File: src/design/eppche_pkg.sv
package eppche_pkg;

    // register indexes; byte address is four times the index
    localparam logic [3:0] IDX_DATA    = 4'h0;
    localparam logic [3:0] IDX_STATUS  = 4'h1;
    localparam logic [3:0] IDX_CONTROL = 4'h2;
    localparam logic [3:0] IDX_ADDR    = 4'h3;
    localparam logic [3:0] IDX_DATA0   = 4'h4;
    localparam logic [3:0] IDX_DATA3   = 4'h7;
    localparam logic [3:0] IDX_CONFIG  = 4'h8;

    // control register fields
    localparam int CTL_STROBE  = 0;
    localparam int CTL_AUTOFD  = 1;
    localparam int CTL_INIT    = 2;
    localparam int CTL_SELECT  = 3;
    localparam int CTL_IRQE    = 4;
    localparam int CTL_DIR     = 5;
    localparam logic [5:0] CTL_RESET = 6'h00;

    // status register fields
    localparam int STS_TIMEOUT = 0;
    localparam int STS_ERROR   = 3;
    localparam int STS_SELECT  = 4;
    localparam int STS_PAPER   = 5;
    localparam int STS_IRQ     = 6;
    localparam int STS_NBUSY   = 7;

    // config register fields
    localparam int CFG_ENABLE  = 0;
    localparam int CFG_VER19   = 1;
    localparam logic [1:0] CFG_RESET = 2'h0;

    localparam logic [7:0] BYTE_RESET = 8'h00;

    // cycle watchdog
    localparam int WDOG_NS     = 10000;
    localparam int CLK_NS      = 10;
    localparam int WDOG_CYCLES = WDOG_NS / CLK_NS + 1;

    typedef enum logic [2:0] {
        ST_IDLE   = 3'b000,
        ST_ARM    = 3'b001,
        ST_SETUP  = 3'b011,
        ST_STROBE = 3'b010,
        ST_DONE   = 3'b110
    } eppche_state_t;

endpackage : eppche_pkg

File: src/design/eppche_engine.sv
// Decided for this implementation: the address-and-strobe port and the placing of the registers.
`timescale 1ns/10ps
module eppche_engine
    import eppche_pkg::*;
#(
    parameter int WDOG_LIMIT = WDOG_CYCLES
) (
    input  wire logic       clk_i,
    input  wire logic       reset_i,
    input  wire logic [5:0] addr_i,
    input  wire logic [7:0] wdata_i,
    input  wire logic       we_i,
    input  wire logic       re_i,
    output logic      [7:0] rdata_o,
    output logic            host_wait_o,
    output logic            host_done_o,
    output logic      [7:0] host_rdata_o,
    input  wire logic [7:0] port_data_bus_i,
    output logic      [7:0] port_data_bus_o,
    output logic            port_data_bus_oe_o,
    output logic            transfer_dir_line_n_o,
    output logic            data_phase_strobe_n_o,
    output logic            addr_phase_strobe_n_o,
    output logic            periph_reset_n_o,
    output logic            port_dir_bit_o,
    input  wire logic       peripheral_hold_i,
    input  wire logic       periph_irq_in_i,
    input  wire logic       paper_end_i,
    input  wire logic       select_in_i,
    input  wire logic       error_n_i,
    output logic            periph_irq_o
);

    initial begin
        if (WDOG_LIMIT < 2 || WDOG_LIMIT > 65535) begin
            $error("watchdog limit out of range");
        end
    end

    function automatic logic is_epp_port(input logic [3:0] idx);
        is_epp_port = (idx >= IDX_ADDR) && (idx <= IDX_DATA3);
    endfunction : is_epp_port

    logic [3:0]    idx;
    logic          hold_s1;
    logic          hold_s;
    logic          irq_s1;
    logic          irq_s;
    logic [2:0]    pin_s1;
    logic [2:0]    pin_s;
    logic [7:0]    pd_s1;
    logic [7:0]    pd_s;
    eppche_state_t state;
    logic          cyc_addr;
    logic          cyc_wr;
    logic          cyc_ver19;
    logic [15:0]   wd_cnt;
    logic          wd_expire;
    logic [7:0]    out_byte;
    logic [7:0]    rd_byte;
    logic [7:0]    spp_data;
    logic [5:0]    ctrl;
    logic [1:0]    cfg;
    logic          timeout;
    logic          start;
    logic          in_cycle;
    logic          strobing;
    logic          enh_pins;

    assign idx = addr_i[5:2];
    assign start = (we_i || re_i) && is_epp_port(idx) && cfg[CFG_ENABLE]
                   && (state == ST_IDLE);
    assign in_cycle = (state != ST_IDLE);
    assign strobing = (state == ST_STROBE);
    assign enh_pins = in_cycle && (state != ST_ARM);
    assign wd_expire = (wd_cnt == 16'(WDOG_LIMIT - 1));

    // pin synchronisers
    always_ff @(posedge clk_i) begin
        hold_s1 <= peripheral_hold_i;
        hold_s  <= hold_s1;
        irq_s1  <= periph_irq_in_i;
        irq_s   <= irq_s1;
        pin_s1  <= {paper_end_i, select_in_i, error_n_i};
        pin_s   <= pin_s1;
        pd_s1   <= port_data_bus_i;
        pd_s    <= pd_s1;
    end

    // cycle sequencer
    always_ff @(posedge clk_i) begin
        if (reset_i) begin
            state <= ST_IDLE;
        end else begin
            case (state)
                ST_IDLE: begin
                    if (start) begin
                        state <= cfg[CFG_VER19] ? ST_ARM : ST_SETUP;
                    end
                end
                ST_ARM: begin
                    if (wd_expire) begin
                        state <= ST_DONE;
                    end else if (!hold_s) begin
                        state <= ST_SETUP;
                    end
                end
                ST_SETUP: begin
                    state <= wd_expire ? ST_DONE : ST_STROBE;
                end
                ST_STROBE: begin
                    if (hold_s || wd_expire) begin
                        state <= ST_DONE;
                    end
                end
                ST_DONE: begin
                    state <= ST_IDLE;
                end
                default: begin
                    state <= ST_IDLE;
                end
            endcase
        end
    end

    // cycle attributes, latched at start
    always_ff @(posedge clk_i) begin
        if (reset_i) begin
            cyc_addr  <= 1'b0;
            cyc_wr    <= 1'b0;
            cyc_ver19 <= 1'b0;
            out_byte  <= BYTE_RESET;
        end else if (start) begin
            cyc_addr  <= (idx == IDX_ADDR);
            cyc_wr    <= we_i;
            cyc_ver19 <= cfg[CFG_VER19];
            if (we_i) begin
                out_byte <= wdata_i;
            end
        end
    end

    // watchdog counter
    always_ff @(posedge clk_i) begin
        if (reset_i || !in_cycle || state == ST_DONE) begin
            wd_cnt <= 16'h0000;
        end else begin
            wd_cnt <= wd_cnt + 16'h0001;
        end
    end

    // read capture and host completion
    always_ff @(posedge clk_i) begin
        if (reset_i) begin
            rd_byte     <= BYTE_RESET;
            host_done_o <= 1'b0;
        end else begin
            host_done_o <= 1'b0;
            if (strobing && (hold_s || wd_expire)) begin
                host_done_o <= 1'b1;
                if (!cyc_wr) begin
                    rd_byte <= pd_s;
                end
            end
        end
    end

    assign host_wait_o  = in_cycle;
    assign host_rdata_o = rd_byte;

    // timeout flag: hardware set wins over software clear
    always_ff @(posedge clk_i) begin
        if (reset_i) begin
            timeout <= 1'b0;
        end else if (in_cycle && state != ST_DONE && wd_expire) begin
            timeout <= 1'b1;
        end else if (we_i && idx == IDX_STATUS && wdata_i[STS_TIMEOUT]) begin
            timeout <= 1'b0;
        end
    end

    // software registers
    always_ff @(posedge clk_i) begin
        if (reset_i) begin
            ctrl     <= CTL_RESET;
            cfg      <= CFG_RESET;
            spp_data <= BYTE_RESET;
        end else if (we_i) begin
            case (idx)
                IDX_DATA:    spp_data <= wdata_i;
                IDX_CONTROL: ctrl     <= wdata_i[5:0];
                IDX_CONFIG:  cfg      <= wdata_i[1:0];
                default:     ;
            endcase
        end
    end

    // register read port
    always_ff @(posedge clk_i) begin
        if (reset_i) begin
            rdata_o <= 8'h00;
        end else if (re_i) begin
            case (idx)
                IDX_DATA:    rdata_o <= pd_s;
                IDX_STATUS:  rdata_o <= {~hold_s, irq_s, pin_s, 2'b00, timeout};
                IDX_CONTROL: rdata_o <= {2'b00, ctrl};
                IDX_CONFIG:  rdata_o <= {6'h00, cfg};
                default: begin
                    rdata_o <= (is_epp_port(idx) && cfg[CFG_ENABLE]) ? rd_byte : 8'h00;
                end
            endcase
        end else begin
            rdata_o <= 8'h00;
        end
    end

    // parallel pins: data value
    always_comb begin
        if (enh_pins) begin
            port_data_bus_o = out_byte;
        end else begin
            port_data_bus_o = spp_data;
        end
    end

    // parallel pins: data drive enable; older mode floats when direction bit set
    always_comb begin
        if (enh_pins) begin
            port_data_bus_oe_o = cyc_wr & (cyc_ver19 | ~ctrl[CTL_DIR]);
        end else begin
            port_data_bus_oe_o = ~ctrl[CTL_DIR];
        end
    end

    // parallel pins: direction line
    always_comb begin
        if (enh_pins) begin
            transfer_dir_line_n_o = ~(cyc_wr | ctrl[CTL_STROBE]);
        end else begin
            transfer_dir_line_n_o = ~ctrl[CTL_STROBE];
        end
    end

    // parallel pins: data strobe
    always_comb begin
        if (enh_pins) begin
            data_phase_strobe_n_o = ~(strobing & ~cyc_addr);
        end else begin
            data_phase_strobe_n_o = ~ctrl[CTL_AUTOFD];
        end
    end

    // parallel pins: address strobe
    always_comb begin
        if (enh_pins) begin
            addr_phase_strobe_n_o = ~(strobing & cyc_addr);
        end else begin
            addr_phase_strobe_n_o = ~ctrl[CTL_SELECT];
        end
    end

    // parallel pins: direction bit
    always_comb begin
        if (enh_pins) begin
            port_dir_bit_o = cyc_ver19 ? ~cyc_wr : ctrl[CTL_DIR];
        end else begin
            port_dir_bit_o = ctrl[CTL_DIR];
        end
    end

    assign periph_reset_n_o = ctrl[CTL_INIT];
    assign periph_irq_o     = irq_s & ctrl[CTL_IRQE];

endmodule : eppche_engine

File: config.mk
export PLATFORM = sky130hd
export DESIGN_NAME = eppche_engine
export DESIGN_NICKNAME = d
export VERILOG_FILES = /design/src/design/eppche_pkg.sv /design/src/design/eppche_engine.sv
export SDC_FILE = /design/constraint.sdc
export NUM_CORES = 1
export LEC_CHECK = 0
export BUFFER_PORTS_ARGS = -buffer_cell sky130_fd_sc_hd__buf_2
export CAP_MARGIN = 20
export CELL_PAD_IN_SITES_DETAIL_PLACEMENT = 1
export CELL_PAD_IN_SITES_GLOBAL_PLACEMENT = 2
export CORE_MARGIN = 2
export CORE_UTILIZATION = 30
export CTS_CLUSTER_DIAMETER = 150
export DETAILED_ROUTE_END_ITERATION = 8
export PLACE_DENSITY = 0.83
export SYNTH_ARGS = -nofsm -noshare
export SYNTH_HDL_FRONTEND = slang
export SYNTH_SLANG_ARGS = --single-unit
export TNS_END_PERCENT = 30
File: constraint.sdc
create_clock -name clk_i -period 1.6 [get_ports clk_i]
set_input_delay 0.16 -clock clk_i [delete_from_list [all_inputs] [get_ports clk_i]]
set_output_delay 0.16 -clock clk_i [all_outputs]
set_load 0.01 [all_outputs]
# ---- Word level (Yosys, flattened, before mapping)
# Cells that the tools add are included.
# W data, S select, Z words.
dict set report word_totals {
  ff_bits 90
  input_bits 31
  out_inout_bits 33
  word_cells 101
}
dict set report classes {
  n_addsub 1
  order_cmp 2
  n_eq_ne 14
  n_mux 19
  bitwise 17
  reduce_logical 27
}
# cell count
set ops {}
lappend ops {{$pmux W8 S4} 1}
lappend ops {{$add A16 B1 Y16 const B} 1}
lappend ops {{$eq A16 B10 Y1 const B} 1}
lappend ops {{$mux W8} 2}
lappend ops {{$mux W3} 5}
lappend ops {{$pmux W3 S4} 1}
lappend ops {{$logic_and A1 B1 Y1} 11}
lappend ops {{$not A1 Y1} 11}
lappend ops {{$reduce_and A2 Y1} 5}
lappend ops {{$mux W1} 9}
lappend ops {{$eq A4 B2 Y1 const B} 2}
lappend ops {{$eq A3 B2 Y1 const B} 2}
lappend ops {{$ne A3 B3 Y1 const B} 2}
lappend ops {{$and A1 B1 Y1} 4}
lappend ops {{$eq A4 B1 Y1 const B} 1}
lappend ops {{$eq A4 B4 Y1 const B} 1}
lappend ops {{$ge A4 B2 Y1 const B} 1}
lappend ops {{$le A4 B3 Y1 const B} 1}
lappend ops {{$logic_not A4 Y1} 1}
lappend ops {{$logic_or A1 B1 Y1} 4}
lappend ops {{$eq A3 B1 Y1 const B} 1}
lappend ops {{$eq A3 B3 Y1 const B} 1}
lappend ops {{$logic_not A3 Y1} 1}
lappend ops {{$ne A3 B1 Y1 const B} 1}
lappend ops {{9 further kinds} 10}

# ---- Longest topological paths before layout
# Gate-level depths: netlist of run 1.
dict set report logic_depth {
  depth_word 7
  ltp_mapped 6
  ltp_nobuf 6
}

# ---- Worst setup path before layout of run 1
# Ideal clock, no wire load.
dict set report synth_timing {
  path_kind {register to register}
  from {register state[1]}
  to {register out_byte[0]}
  setup_time_ps 128
  arrival_time_ps 1678
  required_ps 1472
  setup_slack_ps -206
  stages_incl_launch_ff 7
  n_path_buf 2
  synth_period_minus_slack_ps 1806
  cell_sequence {dfxtp_1 buf_6 or3_4 or4b_1 buf_6 mux2i_1 nor2_1}
}
dict set report synth_between {
  elab_chain_cells 3
}
# item line
set synth_lines {}
lappend synth_lines {{start: declaration} eppche_engine.sv:53} ;# eppche_state_t state;
lappend synth_lines {{start signal: assignment} eppche_engine.sv:98} ;# state <= cfg[CFG_VER19] ? ST_ARM : ST_SETUP;
lappend synth_lines {{start signal: assignment} eppche_engine.sv:109} ;# state <= wd_expire ? ST_DONE : ST_STROBE;
lappend synth_lines {{$logic_not A3 Y1} eppche_engine.sv:72} ;# && (state == ST_IDLE);
lappend synth_lines {{$logic_and A1 B1 Y1} eppche_engine.sv:72}
lappend synth_lines {{$reduce_and A2 Y1 (no source line)} -}
lappend synth_lines {{end signal: assignment} eppche_engine.sv:138} ;# out_byte <= wdata_i;
lappend synth_lines {{end: declaration} eppche_engine.sv:59} ;# logic [7:0] out_byte;
# No other way between the ends.
# A chain may end at the register's enable or synchronous reset.

# ---- Final worst setup path of run 1
dict set report layout_timing {
  from {register state[0]}
  to {register out_byte[7]}
}
# Same word-level chain as after synthesis.

==> impl_metrics.yaml, run 1 <==
run_status:
  outcome: "finished, violations left"
  violations: "negative setup slack"
cts:
  cts_tree: "built"
  cts.sinks: 90
  clockRootBuffer: "clkbuf_16"
  clkLatencyLatePin_ns: 0.35
  h-tree-depth: 3
  path_clk_slew_ns: 0.07
  clock_path_buffers: 2
  cts_buffers: 9
layout:
  finalInstanceArea_sq_um: 4950
  final_cells: 617
  utilization: 0.438
  layout-drive-gt1-share: 0.352
  area_growth_pct: 44.0
  final_cell_mix: "dfxtp_1, buf_2, nand2_1, buf_4, nor2_1"
  fillers: 1285
  diodes: 0
  final_common_cell: "dfxtp_1"
  final_nets: 503
yosys:
  synthFlopType: "dfxtp_1"
  synth-edff-count: 0
  synth_area_per_cell_sq_um: 9.69
  ys_ff_latch: 90
  ys_warn_count: 0
  syn_inst: 355
  netlist_area_sq_um: 3440
  yosysSeqAreaShare: 0.524
  synth_nets: 388
  async_reset_ff_frac: 0
  yosysUniqueCellTypes: 48
power_and_ir_drop:
  ir_drop_v: 0.000683
  total_power_uw: 6120
  p_leak_uw: 0.00204
  p_per_area_nw_per_um2: 1240
setup_path:
  crit_path_end: "out_byte[7]"
  rr_startpoint: "state[0]"
  r2r_end: "out_byte[7]"
  path_delay_family: "simple AND/OR/NAND/NOR gates"
  start_kind: "flop"
  crit_arrival_ns: 1.94
  max_stage_delay_ns: 0.50
  critPathSlowestCell: "or4b_4"
  path_max_fanout: 9
  cp.depth: 5
  crit_chain: "or3_4 > or4b_4 > buf_8 > mux2i_2 > nor2_1"
  end_kind: "flop"
  cp.required_ns: 1.83
  cp-startpoint: "state[0]"
  r2r_cells: 5
  path_buf_inv: 1
  rrSetupSlack_ns: -0.12
  path_class: "reg2reg"
detailed_routing:
  drt-initial-drc-count: 124
  avgRoutedWirePerCell_microns: 16.7
  via_per_inst: 4.89
  drt_pass1_iterations: 4
  dr_total_vias: 3018
  wl_mm: 10.3
  antenna_left: 0
  drc: 0
sta:
  fmax_mhz: 583
  final-max-slew-violation-count: 0
  relSlewSlack: 0.737
  finalClockSkew_ns: 0.00615
  worst_slack_ns: -0.117
  tightest_slew_ns: 0.394
  final-hold-violation-count: 0
  min_period_ns: 1.72
  finalSetupViolCount: 20
  rsz0062_at_grt: "yes"
  min_period_over_period: 1.07
  setup_tns_ns: -1.41
grt:
  grt_pass1_wl_mm: 16.5
  grt.total_usage: 0.172
  grt_overflow: 0
  grt_max_degree: 32
  antenna_found_initial: 0
  grt_pass1_vias: 3275
placed_design:
  routabilityCongestion: 0.805
  dp_cells: 581
  postPlaceCellArea_sq_um: 4170
  portBuffers: 61
  place_hpwl_mm: 6.96
floorplan:
  core_sq_um: 11300
  initial_core_util: 0.304
  dieArea_sq_um: 12300
  die_h_microns: 111
  rows: 39
  ios: 64
  dieWidth_microns: 111
job:
  maxCapViolations: 0
hold_path:
  hp-class: "in2reg"
state kept, by name, indices dropped and copies added (netlist names), 2 cells and up:
| signal | flops |
|---|---|
| pd_s1 | 8 |
| state | 3 |
| spp_data | 8 |
| rdata_o | 8 |
| host_rdata_o | 8 |
| ctrl | 6 |
| wd_cnt | 16 |
| pd_s | 8 |
| out_byte | 8 |
| pin_s1 | 3 |
| cfg | 2 |
| pin_s | 3 |
routing by layer:
| layer | GRT usage | vias to the layer above | share of wire |
|---|---|---|---|
| met2 | 0.301 | 57 | 0.53 |
| met3 | 0.0503 | 19 | 0.032 |
| met4 | 0.0700 | 0 | 0.023 |
| met1 | 0.196 | 1475 | 0.41 |
| li1 | - | 1467 | - |
| met5 | 0 | - | 0 |
synthesized netlist by cell type, types with 6 or more instances:
cell      count  area share
a21oi_1      23       0.033
a22oi_1       7       0.015
clkbuf_1     14       0.015
dfxtp_1      90        0.52
mux2_2       11       0.036
mux2i_1      27       0.079
nand2_1      41       0.045
nand3_1      13       0.019
nand4_1       6       0.011
nor2_1       41       0.045
xor2_1        6       0.015
stage by stage:
step | worst slack [ns] | hold WS [ns]
global placement | -0.162 | 0.264
global route | -0.162 | 0.0301
detailed placement | -0.156 | 0.265
finish | -0.117 | 0.0341
floorplan | -0.154 | 0.188
CTS | -0.0979 | 0.0222
worst min path at each step:
stage                        from           to  slack [ns]  depth (start not counted)
2_1_floorplan   peripheral_hold_i      hold_s1        0.19                          0
3_3_place_gp   port_data_bus_i[4]     pd_s1[4]        0.26                          1
3_5_place_dp            error_n_i    pin_s1[0]        0.26                          1
4_1_cts                   reset_i  host_done_o        0.02                          2
5_1_grt                   reset_i  host_done_o        0.03                          2
6_report                  reset_i  host_done_o        0.03                          2
timing repair:
item	4_1_cts	5_1_grt
cloned	1	0
gates resized for setup	51	17
setup buffers	4	3
setup endpoints to repair	40	40
hold buffers	13	0
pin swaps	11	5
endpoints found under the hold margin	13	0
cell families after synthesis:
group,after synthesis,share of synthesized area
XOR/XNOR,11,0.0280
AO/OA/AOI/OAI,51,0.0960
buffers and inverters,23,0.0295
flip-flops,90,0.524
multiplexers,38,0.115
adder cells (fa/ha/maj),3,0.0102
AND/OR/NAND/NOR,139,0.198
power breakdown:
part | switching, uW | leakage (uW) | internal (uW)
Sequential | 65.9 | 0.000739 | 2360
Clock | 909 | 0.000137 | 1220
Combinational | 795 | 0.00117 | 780
Total | 1770 | 0.00204 | 4360
cell type report:
| class | instances | area [sq um] | area share |
|---|---|---|---|
| flip-flops and latches | 90 | 1810 | 0.365 |
| multi-input cells | 242 | 1760 | 0.355 |
| repair buffers | 121 | 890 | 0.180 |
| clock buffers | 10 | 229 | 0.0462 |
| well taps | 143 | 179 | 0.0361 |
| clock inverters | 5 | 65.1 | 0.0131 |
| inverters | 6 | 22.5 | 0.00455 |
Power figures use the tool's default switching activity.
==> run 2: changes to the inputs <==
CORE_MARGIN = 1.5   (was 2)
RECOVER_POWER = 100   (was not set)
==> impl_metrics.yaml, run 2 (same netlist as run 1, synthesis figures left out) <==
power_and_ir_drop:
  comb_power_share: 0.260
  pwr-share-clk: 0.329
  p_leak_uw: 0.00194
  p_int_uw: 4200
  p_sw_uw: 1720
  seq_power_share: 0.411
  p_per_area_nw_per_um2: 1220
  swShare: 0.291
  ir_drop_v: 0.000667
cts:
  clkLatencyLatePin_ns: 0.35
  cts.sinks: 90
  clock_path_buffers: 2
  cts_buffers: 9
  cts_tree: "built"
  h-tree-depth: 3
  path_clk_slew_ns: 0.07
  clockRootBuffer: "clkbuf_16"
floorplan:
  die_h_microns: 110
  core_sq_um: 11000
  rows: 38
  dieArea_sq_um: 12100
  ios: 64
  initial_core_util: 0.312
  dieWidth_microns: 110
setup_path:
  path_max_fanout: 9
  crit_arrival_ns: 1.97
  cp-startpoint: "state[0]"
  cp.required_ns: 1.83
  path_class: "reg2reg"
  rrSetupSlack_ns: -0.14
  max_stage_delay_ns: 0.49
  critPathSlowestCell: "or4b_4"
  crit_chain: "or3_4 > or4b_4 > buf_6 > mux2i_1 > nor2_1"
  start_kind: "flop"
  rr_startpoint: "state[0]"
  end_kind: "flop"
layout:
  utilization: 0.442
  area_growth_pct: 41.6
  fillers: 1286
  layout-drive-gt1-share: 0.316
  diodes: 0
  regMostFlops: "wd_cnt"
  final_nets: 504
  largest_register_ffs: 16
  final_cell_mix: "dfxtp_1, buf_4, nand2_1, nor2_1, buf_2"
  final_common_cell: "dfxtp_1"
  final_cells: 614
placed_design:
  place_ws_ns: -0.166
  dp_cells: 579
  place_hpwl_mm: 6.88
  routabilityCongestion: 0.798
  portBuffers: 61
sta:
  final-max-slew-violation-count: 0
  relSlewSlack: 0.679
  min_period_ns: 1.74
  tightest_slew_ns: 0.481
  rsz0062_at_grt: "yes"
  finalSetupViolCount: 21
  min_period_over_period: 1.09
  setup_tns_ns: -1.62
  fmax_mhz: 574
  holdWs_ns: 0.0655
  final-hold-violation-count: 0
  finalClockSkew_ns: 0.0167
  worst_slack_ns: -0.143
grt:
  grt_pass1_vias: 3265
  antenna_found_initial: 0
  grt_pass1_wl_mm: 16.3
  grt.total_usage: 0.179
  grt_max_degree: 28
  grt_overflow: 0
detailed_routing:
  drt-initial-drc-count: 109
  antenna_left: 0
  drt_pass1_iterations: 4
  via_per_inst: 4.87
  wl_mm: 10.0
  avgRoutedWirePerCell_microns: 16.3
  dr_total_vias: 2992
  drc: 0
hold_path:
  hp-class: "in2reg"
  hp-start: "wdata_i[6]"
run_status:
  outcome: "finished, violations left"
  violations: "negative setup slack"
job:
  maxCapViolations: 0
## run 2: cell count changes in the layout (fill, tap and decap cells not counted), sizes merged
cell      before  now
buf          108   85
bufinv         1    0
clkbuf        10   35
clkinv         2    3
clkinvlp       2    0
## run 2: area by class of cell
| class | count | area, sq um | area share |
|---|---|---|---|
| multi-input cells | 242 | 1760 | 0.362 |
| repair buffers | 122 | 833 | 0.171 |
| well taps | 140 | 175 | 0.0359 |
| clock buffers | 11 | 243 | 0.0498 |
| inverters | 6 | 22.5 | 0.00462 |
| flip-flops and latches | 90 | 1810 | 0.372 |
| clock inverters | 3 | 26.3 | 0.00539 |
## run 2: through the flow
step / cell area (sq um) / total power [uW]
2_1_floorplan: 3440 / 3090
3_3_place_gp: 4170 / 3570
3_5_place_dp: 4170 / 3610
4_1_cts: 4840 / 5910
5_1_grt: 4870 / 6210
6_report: 4870 / 5930
## run 2: power groups by stage
stage	registers [uW]	logic (uW)	clock network [uW]
6_report	2430	1540	1950
3_5_place_dp	2470	1140	0
2_1_floorplan	2480	610	0
4_1_cts	2430	1470	2010
5_1_grt	2440	1680	2090
3_3_place_gp	2460	1110	0
## run 2: path summary, 6_finish.rpt
check,cells past startpoint,end
worst max-delay path,5,out_byte[4]
worst min register to register,0,pd_s[7]
worst max register to register,5,out_byte[4]
worst min-delay path,3,out_byte[6]
## run 2: critical path: cells and delay by family, from the launching register on
kind                   cells  cell delay (ns)
muxes                      1             0.19
buffers and inverters      1             0.17
and+or+nand+nor            3             0.94
DFF                        1             0.33
## run 2: layer usage
metal	vias up	track usage	part of all wire
met5	-	0	0
met4	0	0.0549	0.016
met3	12	0.0506	0.036
met2	49	0.331	0.53
met1	1458	0.198	0.42
li1	1473	-	-
## run 2: timing repair
| item | in CTS | in global routing |
|---|---|---|
| endpoints found under the hold margin | 13 | 0 |
| hold buffers | 13 | 0 |
| setup endpoints to repair | 35 | 45 |
| setup buffers | 6 | 2 |
| gates resized for setup | 53 | 18 |
| pin swaps | 6 | 9 |
